--- src/core/gpio_sense_pkg.sv ---
// package for the gpio pin configuration and sense latch block
// assumes a 32-bit avalon-mm register bus and a single system clock
package gpio_sense_pkg;
  localparam int          NUM_PINS     = 32;   // pins on the port
  localparam int          NUM_CFG      = 2;    // pins with a configuration word here
  // byte addresses of the registers
  localparam logic [11:0] ADDR_LATCH   = 12'h520;
  localparam logic [11:0] ADDR_DETMODE = 12'h524;
  localparam logic [11:0] ADDR_CFG0    = 12'h700;
  localparam logic [11:0] ADDR_CFG1    = 12'h704;
  localparam logic [11:0] ADDR_DIR     = 12'h514;
  localparam logic [11:0] ADDR_IRQ_ST  = 12'h530;
  localparam logic [11:0] ADDR_IRQ_MSK = 12'h534;
  // reset values
  localparam logic [31:0] CFG_RESET    = 32'h0000_0002;
  localparam logic [31:0] ZERO32       = 32'h0000_0000;
  // configuration word field positions
  localparam int          F_DIR        = 0;
  localparam int          F_INBUF      = 1;
  localparam int          F_PULL_LO    = 2;
  localparam int          F_PULL_HI    = 3;
  localparam int          F_DRV_LO     = 8;
  localparam int          F_DRV_HI     = 10;
  localparam int          F_SNS_LO     = 16;
  localparam int          F_SNS_HI     = 17;
  localparam int          F_MODE       = 0;
  // stored bits of a configuration word (bit 0 lives in the direction vector)
  localparam logic [31:0] CFG_MASK     = 32'h0003_070E;
  // sense encodings
  localparam logic [1:0]  SNS_OFF      = 2'h0;
  localparam logic [1:0]  SNS_HIGH     = 2'h2;
  localparam logic [1:0]  SNS_LOW      = 2'h3;
  // pull encodings
  localparam logic [1:0]  PULL_DOWN    = 2'h1;
  localparam logic [1:0]  PULL_UP      = 2'h3;
  // drive encodings
  localparam logic [2:0]  std_low_std_high       = 3'h0;
  localparam logic [2:0]  strong_low_std_high    = 3'h1;
  localparam logic [2:0]  std_low_strong_high    = 3'h2;
  localparam logic [2:0]  strong_low_strong_high = 3'h3;
  localparam logic [2:0]  open_low_std_high      = 3'h4;
  localparam logic [2:0]  open_low_strong_high   = 3'h5;
  localparam logic [2:0]  std_low_open_high      = 3'h6;
  localparam logic [2:0]  strong_low_open_high   = 3'h7;
  // interrupt status bits
  localparam int          IRQ_DETECT   = 0;
  localparam int          IRQ_LATCH    = 1;
endpackage

--- src/core/pin_driver.sv ---
// pad control decode for one configured pin: drive strength, pull, buffer
// assumes the pad cell takes separate enable and strength controls
module pin_driver
  import gpio_sense_pkg::*;
(
  // configuration
  input  wire logic       dir_i,
  input  wire logic       out_i,
  input  wire logic [2:0] drive_i,
  input  wire logic [1:0] pull_i,
  input  wire logic       inbuf_dis_i,
  // pad controls
  output logic            oe_o,
  output logic            strong_o,
  output logic            pull_up_o,
  output logic            pull_down_o,
  output logic            inbuf_en_o
);
  logic low_open;   // low level left undriven
  logic high_open;  // high level left undriven
  logic low_hi;     // high strength on low level
  logic high_hi;    // high strength on high level

  // strength table per level
  always_comb begin
    low_open  = 1'b0;
    high_open = 1'b0;
    low_hi    = 1'b0;
    high_hi   = 1'b0;
    case (drive_i)
      std_low_std_high:       begin end
      strong_low_std_high:    low_hi  = 1'b1;
      std_low_strong_high:    high_hi = 1'b1;
      strong_low_strong_high: begin low_hi = 1'b1; high_hi = 1'b1; end
      open_low_std_high:      low_open = 1'b1;
      open_low_strong_high:   begin low_open = 1'b1; high_hi = 1'b1; end
      std_low_open_high:      high_open = 1'b1;
      strong_low_open_high:   begin high_open = 1'b1; low_hi = 1'b1; end
      default:                begin end
    endcase
  end

  // output enable follows direction and the level being driven
  assign oe_o        = dir_i & (out_i ? ~high_open : ~low_open);
  assign strong_o    = out_i ? high_hi : low_hi;
  assign pull_up_o   = (pull_i == PULL_UP);
  assign pull_down_o = (pull_i == PULL_DOWN);
  assign inbuf_en_o  = ~inbuf_dis_i;
endmodule // pin_driver

--- src/core/pin_sense.sv ---
// level sense decode for one pin from its two-bit sense field
// assumes the pin level is already synchronised
module pin_sense
  import gpio_sense_pkg::*;
(
  input  wire logic [1:0] sense_i,  // sense field
  input  wire logic       level_i,  // synchronised pin level
  output logic            det_o     // criterion met
);
  // value 1 is not defined and senses nothing, like disabled
  always_comb begin
    case (sense_i)
      SNS_HIGH: det_o = level_i;
      SNS_LOW:  det_o = ~level_i;
      default:  det_o = 1'b0;
    endcase
  end
endmodule // pin_sense

--- src/core/gpio_sense_top.sv ---
// gpio pin configuration, level sense and sense latch with avalon-mm slave
// assumes pins arrive asynchronously and pass a two-stage synchroniser
// Function
// - writing one clears latch bit; zero keeps
// - one latch bit per pin, resets zero
// - direction bit shared with direction register
// - input buffer bit; config resets 0x2
// - drive values 0-3 select strengths
// - drive 4,5 leave low undriven
// - drive 6,7 leave high undriven
// - sense 0 off, 2 high, 3 low
//
// The implementer's own choice: register access over Avalon-MM.
module gpio_sense_top
  import gpio_sense_pkg::*;
(
  // clock, reset, enable
  input  wire logic                clk_i,
  input  wire logic                rst_i,
  input  wire logic                ce_i,
  // avalon-mm slave
  input  wire logic [11:0]         address_i,
  input  wire logic                read_i,
  input  wire logic                write_i,
  input  wire logic [3:0]          byteenable_i,
  input  wire logic [31:0]         writedata_i,
  output logic      [31:0]         readdata_o,
  output logic                     waitrequest_o,
  // pins
  input  wire logic [NUM_PINS-1:0] pin_i,
  input  wire logic [NUM_PINS-1:0] pin_out_i,
  output logic      [NUM_PINS-1:0] pin_oe_o,
  output logic      [NUM_PINS-1:0] pin_strong_o,
  output logic      [NUM_PINS-1:0] pin_pull_up_o,
  output logic      [NUM_PINS-1:0] pin_pull_down_o,
  output logic      [NUM_PINS-1:0] pin_inbuf_en_o,
  // detect and interrupt
  output logic                     detect_o,
  output logic                     irq_o
);
  // all state of the block
  typedef struct packed {
    logic [NUM_PINS-1:0] sync1;    // first synchroniser stage
    logic [NUM_PINS-1:0] sync2;    // second synchroniser stage
    logic [NUM_PINS-1:0] dir;      // direction, shared with config bit 0
    logic [NUM_PINS-1:0] latch;    // sense latch status
    logic [NUM_CFG-1:0][31:0] cfg; // configuration words, dir bit held apart
    logic                mode;     // detect mode select
    logic [1:0]          irq_st;   // sticky interrupt status
    logic [1:0]          irq_msk;  // interrupt mask
    logic                det;      // registered detect output
    logic                ack;      // access answered this cycle
    logic [31:0]         rdata;    // read data
  } state_t;

  state_t s_q;  // registered state
  state_t s_d;  // next state

  logic [NUM_PINS-1:0] det_live;   // per-pin live detect
  logic [NUM_PINS-1:0] cfg_oe;     // per-pin output enable from decode

  // byte-enable merge used by the direction and configuration registers
  function automatic logic [31:0] merge(input logic [31:0] old,
                                        input logic [31:0] wd,
                                        input logic [3:0]  be);
    logic [31:0] r;
    r = old;
    for (int b = 0; b < 4; b++) begin
      if (be[b]) r[b*8 +: 8] = wd[b*8 +: 8];
    end
    return r;
  endfunction

  // expanded write mask from byte enables
  function automatic logic [31:0] be_mask(input logic [3:0] be);
    logic [31:0] m;
    m = ZERO32;
    for (int b = 0; b < 4; b++) begin
      if (be[b]) m[b*8 +: 8] = 8'hFF;
    end
    return m;
  endfunction

  // pins without a configuration word sense nothing and drive with defaults
  genvar g;
  generate
    for (g = 0; g < NUM_PINS; g++) begin : g_pin
      logic [31:0] word;  // effective configuration word
      if (g < NUM_CFG) begin : g_cfg
        assign word = s_q.cfg[g];
      end else begin : g_dflt
        assign word = CFG_RESET;
      end
      pin_sense u_sense (
        .sense_i (word[F_SNS_HI:F_SNS_LO]),
        .level_i (s_q.sync2[g]),
        .det_o   (det_live[g])
      );
      pin_driver u_drv (
        .dir_i       (s_q.dir[g]),
        .out_i       (pin_out_i[g]),
        .drive_i     (word[F_DRV_HI:F_DRV_LO]),
        .pull_i      (word[F_PULL_HI:F_PULL_LO]),
        .inbuf_dis_i (word[F_INBUF]),
        .oe_o        (cfg_oe[g]),
        .strong_o    (pin_strong_o[g]),
        .pull_up_o   (pin_pull_up_o[g]),
        .pull_down_o (pin_pull_down_o[g]),
        .inbuf_en_o  (pin_inbuf_en_o[g])
      );
    end
  endgenerate

  // next-state logic: synchroniser, latch, bus slave, interrupts
  always_comb begin
    logic        acc;       // request seen this cycle
    logic        wr;        // write taken
    logic [31:0] wmask;     // byte-lane mask
    logic        det_next;  // detect value for next cycle
    acc      = 1'b0;
    wr       = 1'b0;
    wmask    = ZERO32;
    det_next = 1'b0;
    s_d      = s_q;
    if (ce_i) begin
      s_d.sync1 = pin_i;
      s_d.sync2 = s_q.sync1;
      acc   = (read_i | write_i) & ~s_q.ack;
      wr    = write_i & acc;
      wmask = be_mask(byteenable_i);
      s_d.ack   = acc;
      s_d.rdata = ZERO32;
      // register writes
      if (wr) begin
        case (address_i)
          ADDR_LATCH: s_d.latch = s_q.latch & ~(writedata_i & wmask);
          // the mode bit sits in lane 0; a write without that lane keeps it
          ADDR_DETMODE: if (wmask[F_MODE]) s_d.mode = writedata_i[F_MODE];
          ADDR_DIR: s_d.dir = merge(s_q.dir, writedata_i, byteenable_i);
          ADDR_CFG0: begin
            s_d.cfg[0] = merge(s_q.cfg[0], writedata_i, byteenable_i) & CFG_MASK;
            if (wmask[F_DIR]) s_d.dir[0] = writedata_i[F_DIR];
          end
          ADDR_CFG1: begin
            s_d.cfg[1] = merge(s_q.cfg[1], writedata_i, byteenable_i) & CFG_MASK;
            if (wmask[F_DIR]) s_d.dir[1] = writedata_i[F_DIR];
          end
          ADDR_IRQ_ST:  s_d.irq_st  = s_q.irq_st & ~writedata_i[1:0];
          ADDR_IRQ_MSK: s_d.irq_msk = writedata_i[1:0];
          default: begin end
        endcase
      end
      // register reads
      if (read_i & acc) begin
        case (address_i)
          ADDR_LATCH:   s_d.rdata = s_q.latch;
          ADDR_DETMODE: s_d.rdata = {31'h0, s_q.mode};
          ADDR_DIR:     s_d.rdata = s_q.dir;
          ADDR_CFG0:    s_d.rdata = s_q.cfg[0] | {31'h0, s_q.dir[0]};
          ADDR_CFG1:    s_d.rdata = s_q.cfg[1] | {31'h0, s_q.dir[1]};
          ADDR_IRQ_ST:  s_d.rdata = {30'h0, s_q.irq_st};
          ADDR_IRQ_MSK: s_d.rdata = {30'h0, s_q.irq_msk};
          default:      s_d.rdata = ZERO32;  // unmapped reads as zero
        endcase
      end
      // setting wins over a same-cycle clear
      s_d.latch = s_d.latch | det_live;
      // detect source chosen by mode
      det_next = s_q.mode ? (|s_q.latch) : (|det_live);
      s_d.det  = det_next;
      // sticky events, set wins over clear
      if (det_next & ~s_q.det) s_d.irq_st[IRQ_DETECT] = 1'b1;
      if (|(det_live & ~s_q.latch)) s_d.irq_st[IRQ_LATCH] = 1'b1;
    end
  end

  // single state register
  always_ff @(posedge clk_i) begin
    if (rst_i) begin
      s_q.sync1   <= '0;
      s_q.sync2   <= '0;
      s_q.dir     <= '0;
      s_q.latch   <= '0;
      s_q.cfg     <= {NUM_CFG{CFG_RESET & CFG_MASK}};
      s_q.mode    <= 1'b0;
      s_q.irq_st  <= 2'h0;
      s_q.irq_msk <= 2'h0;
      s_q.det     <= 1'b0;
      s_q.ack     <= 1'b0;
      s_q.rdata   <= ZERO32;
    end else begin
      s_q <= s_d;
    end
  end

  // outputs
  // a frozen ack must not answer a request that the frozen logic never took
  assign waitrequest_o = (read_i | write_i) & ~(s_q.ack & ce_i);
  assign readdata_o    = s_q.rdata;
  assign detect_o      = s_q.det;
  assign irq_o         = |(s_q.irq_st & s_q.irq_msk);
  assign pin_oe_o      = cfg_oe;
endmodule // gpio_sense_top

--- config.mk ---
export PLATFORM = sky130hd
export DESIGN_NAME = gpio_sense_top
export DESIGN_NICKNAME = d
export VERILOG_FILES = /design/src/core/gpio_sense_pkg.sv /design/src/core/pin_driver.sv /design/src/core/pin_sense.sv /design/src/core/gpio_sense_top.sv
export SDC_FILE = /design/constraint.sdc
export NUM_CORES = 1
export LEC_CHECK = 0
export BUFFER_PORTS_ARGS = -buffer_cell sky130_fd_sc_hd__clkbuf_2
export CAP_MARGIN = 30
export CORE_ASPECT_RATIO = 0.5
export CORE_MARGIN = 8
export CORE_UTILIZATION = 48
export DETAILED_ROUTE_END_ITERATION = 12
export MAX_ROUTING_LAYER = met4
export PLACE_DENSITY = 0.83
export SYNTH_ARGS = -nofsm -noshare
export SYNTH_HDL_FRONTEND = slang
export SYNTH_SLANG_ARGS = --single-unit
--- constraint.sdc ---
create_clock -name clk_i -period 2.7 [get_ports clk_i]
set_clock_uncertainty 0.1 [all_clocks]
set_input_delay 0.27 -clock clk_i [delete_from_list [all_inputs] [get_ports clk_i]]
set_output_delay 0.27 -clock clk_i [all_outputs]
set_load 0.1 [all_outputs]
# == Yosys cells after proc, flatten, opt, wreduce, memory -nomap -nowiden ==
# Cells that the tools add are included.
# totals
reg_bits,171
inputBits,117
output_inout_bits,195
word_cells,183
# op_classes
n_eq_ne,49
mux,49
bitwise_logic,31
reduce_logical,30
# ops
op,n
2-to-1 mux 133 bit,2
one-hot mux 32 bit (7 select lines),1
2-to-1 mux 32 bit,4
2-to-1 mux 8 bit,12
"equality test 12 x 11 -> 1 bit, second input constant",7
AND 32 bit,2
inverter 32 bit,2
OR 32 x 1 -> 32 bit,2
OR reduction 32 bit,2
AND reduction 4 bit,11
AND 2 x 32 -> 32 bit,1
OR 32 x 2 -> 32 bit,1
2-to-1 mux 30 bit,1
"equality test 3 bit, second input constant",8
"inequality test 2 x 1 -> 1 bit, second input constant",11
"inequality test 3 x 1 -> 1 bit, second input constant",6
2-to-1 mux 1 bit,17
AND reduction 3 bit,5
"equality test 2 bit, second input constant",6
"equality test 3 x 2 -> 1 bit, second input constant",4
OR reduction 2 bit,6
OR reduction 3 bit,4
inverter 1 bit,11
AND reduction 5 bit,2
11 further kinds,31

# == Longest topological paths before layout ==
# logic_depth
ltp_word,9
ltp_mapped,8
mapped_depth_nobuf,5

# == Hierarchy ==
# A second synthesis with hierarchy kept.
# hier_totals
hier_cells,1264
hier_area_um2,10695.3
# by_module_without_submodules
module,instances,cells_each,area_each_um2,seq_area_each_um2
gpio_sense_top,1,912,7932.6,3663.5
pin_driver,32,9,71.3,0.0
pin_sense,32,2,15.0,0.0

# == Worst setup path after synthesis ==
# OpenSTA, ideal clock, no wires.
# synth_path
kind,input to output
from,input port ce_i
to,output port waitrequest_o
t_arrival_ns,1.888
required_time_ns,2.330
path_slack_ns,0.442
cell_stages,2
cell_sequence,clkbuf_8 > a21oi_1
# synth_via
elab_chain_len,3
# synth_lines
item,line,rtl
start: declaration,gpio_sense_top.sv:20,"input wire logic ce_i,"
AND 1 bit,gpio_sense_top.sv:198,assign waitrequest_o = (read_i | write_i) & ~(s_q.ack & ce_i);
inverter 1 bit,gpio_sense_top.sv:198,
AND 1 bit,gpio_sense_top.sv:198,
end: declaration,gpio_sense_top.sv:28,"output logic waitrequest_o,"
# No other way between the ends.

# == Final worst setup path ==
# layout_path
from,input port address_i[5]
to,register s_q[160] (netlist name)
# layout_via
elab_chain_len,3
# layout_lines
item,line,rtl
start: declaration,gpio_sense_top.sv:22,"input wire logic [11:0] address_i,"
equality test 12 x 11 -> 1 bit,gpio_sense_top.sv:135,case (address_i)
inequality test 2 x 1 -> 1 bit (no line),-,
AND reduction 4 bit (no line),-,
end: declaration,gpio_sense_top.sv:56,state_t s_q;
# No other way between the ends.
# A chain may end at the register's enable or synchronous reset.

==> out/metrics.yaml <==
io_pins: 312
synth_edf_count: 0
clock_latency_ns: 0.42
num_vias: 5850
drive_gt1_share_pct: 22.1
layout_commonest_cell: "clkbuf_2"
start_util_pct: 49.4
crit_fanout: 30
rsz0062_at_grt: "false"
die_w_um: 184
synth_area_leader_cell: "dfxtp_1"
avgRoutedWirePerCell_um: 17.7
grt_max_degree: 81
hold_viol: 0
cp.required_ns: 2.93
power_frac_seq_pct: 36.3
finalSetupTns_ns: 0
total_leakage_power_nw: 3.16
place.gp.congestion: 0.949
yosysSeqAreaShare_pct: 36.6
start_kind: "input pin"
ctsHoldBuffers: 31
outcome: "completed"
numCtsBuffers: 17
rows: 30
synth-adder-area-share_pct: 0
clock-sinks: 123
cts_max_path_buffers: 2
clock-root-buffer: "clkbuf_16"
ir_drop_mv: 0.478
fmax_mhz: 474
powerDensity_mw_per_mm2: 669
synth_compound_area_share_pct: 13.0
crit_chain: "clkbuf_2, or4b_4, nor4_4, buf_12, and3_1, nand3_1, a21oi_1"
dr_wl_met2_um: 9030
power.share.clock_pct: 44.4
yosysWarnings: 0
ys_top_cells_by_area: "dfxtp_1 (37%), buf_4 (21%), a21oi_1 (5.1%)"
die_h_um: 99.8
clk_pin_slew_ns: 0.05
core_mm2: 0.0136
synth_xor_area_share_pct: 0.520
synth_seq_cells: 123
totalWireLength_um: 19400
arrival_ns: 2.34
drtPass1Iterations: 7
critPathMaxStageDelay_ns: 0.59
p_sw_w: 0.00164
antenna_left: 0
crit_path_end_kind: "flip-flop"
wl_met1_um: 7260
cts_resized: 0
maxCapViolations: 0
max_slew_margin_pct: 38.5
drt_iter0_markers: 509
grt_pass1_wl_um: 29900
maxUsedRoutingLayer: "met4"
synth_top_area_share_pct: 36.6
crit_slowest_cell: "or4b_4"
stdcell_count: 1097
area_growth_syn_to_layout_pct: 11.5
syn_avg_cell_area_um2: 8.37
power.internal_w: 0.00339
pwr-share-comb_pct: 19.3
min_period_ns: 2.11
overflow: 0
synthArstFlopShare_pct: 0
timing.final.crit_share_pct: 78.1
antenna_found_initial: 1
slew_violations: 0
synth_mux_area_share_pct: 5.68
tritoncts: "built"
via_per_inst: 5.33
met3WireLength_um: 2220
switching_share_pct: 32.6
n_fill_cell: 1130
syn_inst: 805
yosysUniqueCellTypes: 57
grt_usage_pct: 20.9
synth_top_family_by_area: "buffers and inverters"
final_cell_mix: "clkbuf_2 (131), dfxtp_1 (123), conb_1 (120)"
finalNetCount: 1010
portBuffers: 131
synth_ff_type: "dfxtp_1"
hpwl_um: 13800
fin_util_pct: 55.1
setup_violations: 0
hold_path_class: "in2reg"
grt_pass1_vias: 5883
synthSimpleGateAreaFrac_pct: 19.8
dieArea_mm2: 0.0183
drc_errors: 0
cts_setup_buffers: 0
path_class: "in2reg"
post-place-cells: 1035
cts_max_level: 4
worst_pin_slew_ns: 0.921
syn_area_mm2: 0.00674
[stage by stage]
stage                     total power [W]  cell area [µm²]  hold WS, ns  worst slack, ns
after floorplan                   0.00282             7180        0.258            0.442
after global placement            0.00277             6610        0.336            0.314
after detailed placement          0.00278             6610        0.342            0.242
after CTS                         0.00502             7510     0.000510            0.571
after global routing              0.00515             7510       0.0127            0.475
final                             0.00503             7510      0.00473            0.590
[state kept, by name, summed over array words and instances (netlist names)]
| signal | flops |
|---|---|
| detect_o | 1 |
| g_pin.word | 16 |
| readdata_o | 32 |
| s_q | 74 |
[cell usage after synthesis, drive strengths merged, types with 3 or more instances]
master,instances
nor2,43
nor3,13
a22oi,26
nor4,8
mux2i,27
buf,205
a21oi,68
nand2b,32
a222oi,6
dfxtp,123
clkbuf,22
and2,12
nand2,84
and3,5
mux2,8
inv,6
nand3,29
nand4,8
and3b,3
o21ai,38
nor2b,4
[cell families (layout without fill, tap and decap cells)]
group | after synthesis | after routing
and+or+nand+nor | 258 | 258
buffers and inverters | 234 | 214
AOI/OAI and AO/OA | 149 | 149
DFF | 123 | 123
muxes | 36 | 36
xor gates and xnor gates | 4 | 4
other | 1 | 121
[layer usage]
layer | GRT usage [%] | vias up
li1 | - | 2641
met1 | 23.2 | 2712
met2 | 34.1 | 421
met3 | 5.34 | 76
met4 | 12.0 | 0
met5 | - | -
[power by group through the flow]
stage          sequential [W]  combinational [W]  clock, W
2_1_floorplan         0.00186           0.000963         0
3_3_place_gp          0.00186           0.000908         0
3_5_place_dp          0.00186           0.000913         0
4_1_cts               0.00182           0.000950   0.00225
5_1_grt               0.00182           0.000993   0.00233
6_report              0.00182           0.000968   0.00223
[worst paths after layout]
check	startpoint	end	slack [ns]	cells after the start
worst min-delay path	pin_i[0]	s_q[199]$_SDFFE_PP0P_	0.005	3
worst max register to register	s_q[32]$_SDFFE_PP0P_	g_pin[0].word[9]$_SDFFE_PP0P_	0.76	5
worst max-delay path	address_i[5]	s_q[160]$_SDFFE_PP0P_	0.59	7
worst min register to register	readdata_o[14]$_SDFFE_PP0P_	readdata_o[14]$_SDFFE_PP0P_	0.35	2
[layout make-up]
cell class                 count  area, µm²  area share [%]
sequential                   123       2460            32.8
clock buffer                  24        502            6.68
clock inverter                 6       86.3            1.15
tap                          192        240            3.20
multi-input combinational    567       3090            41.2
inverter                       6       22.5           0.300
antenna                        1       2.50          0.0333
timing repair buffer         178       1100            14.6
[worst max-delay path: cells and delay by family]
family / cells / cell delay (ns)
compound gates: 1 / 0.20
buf+inv: 2 / 0.37
simple gates: 4 / 1.47
Power figures use the tool's default switching activity.
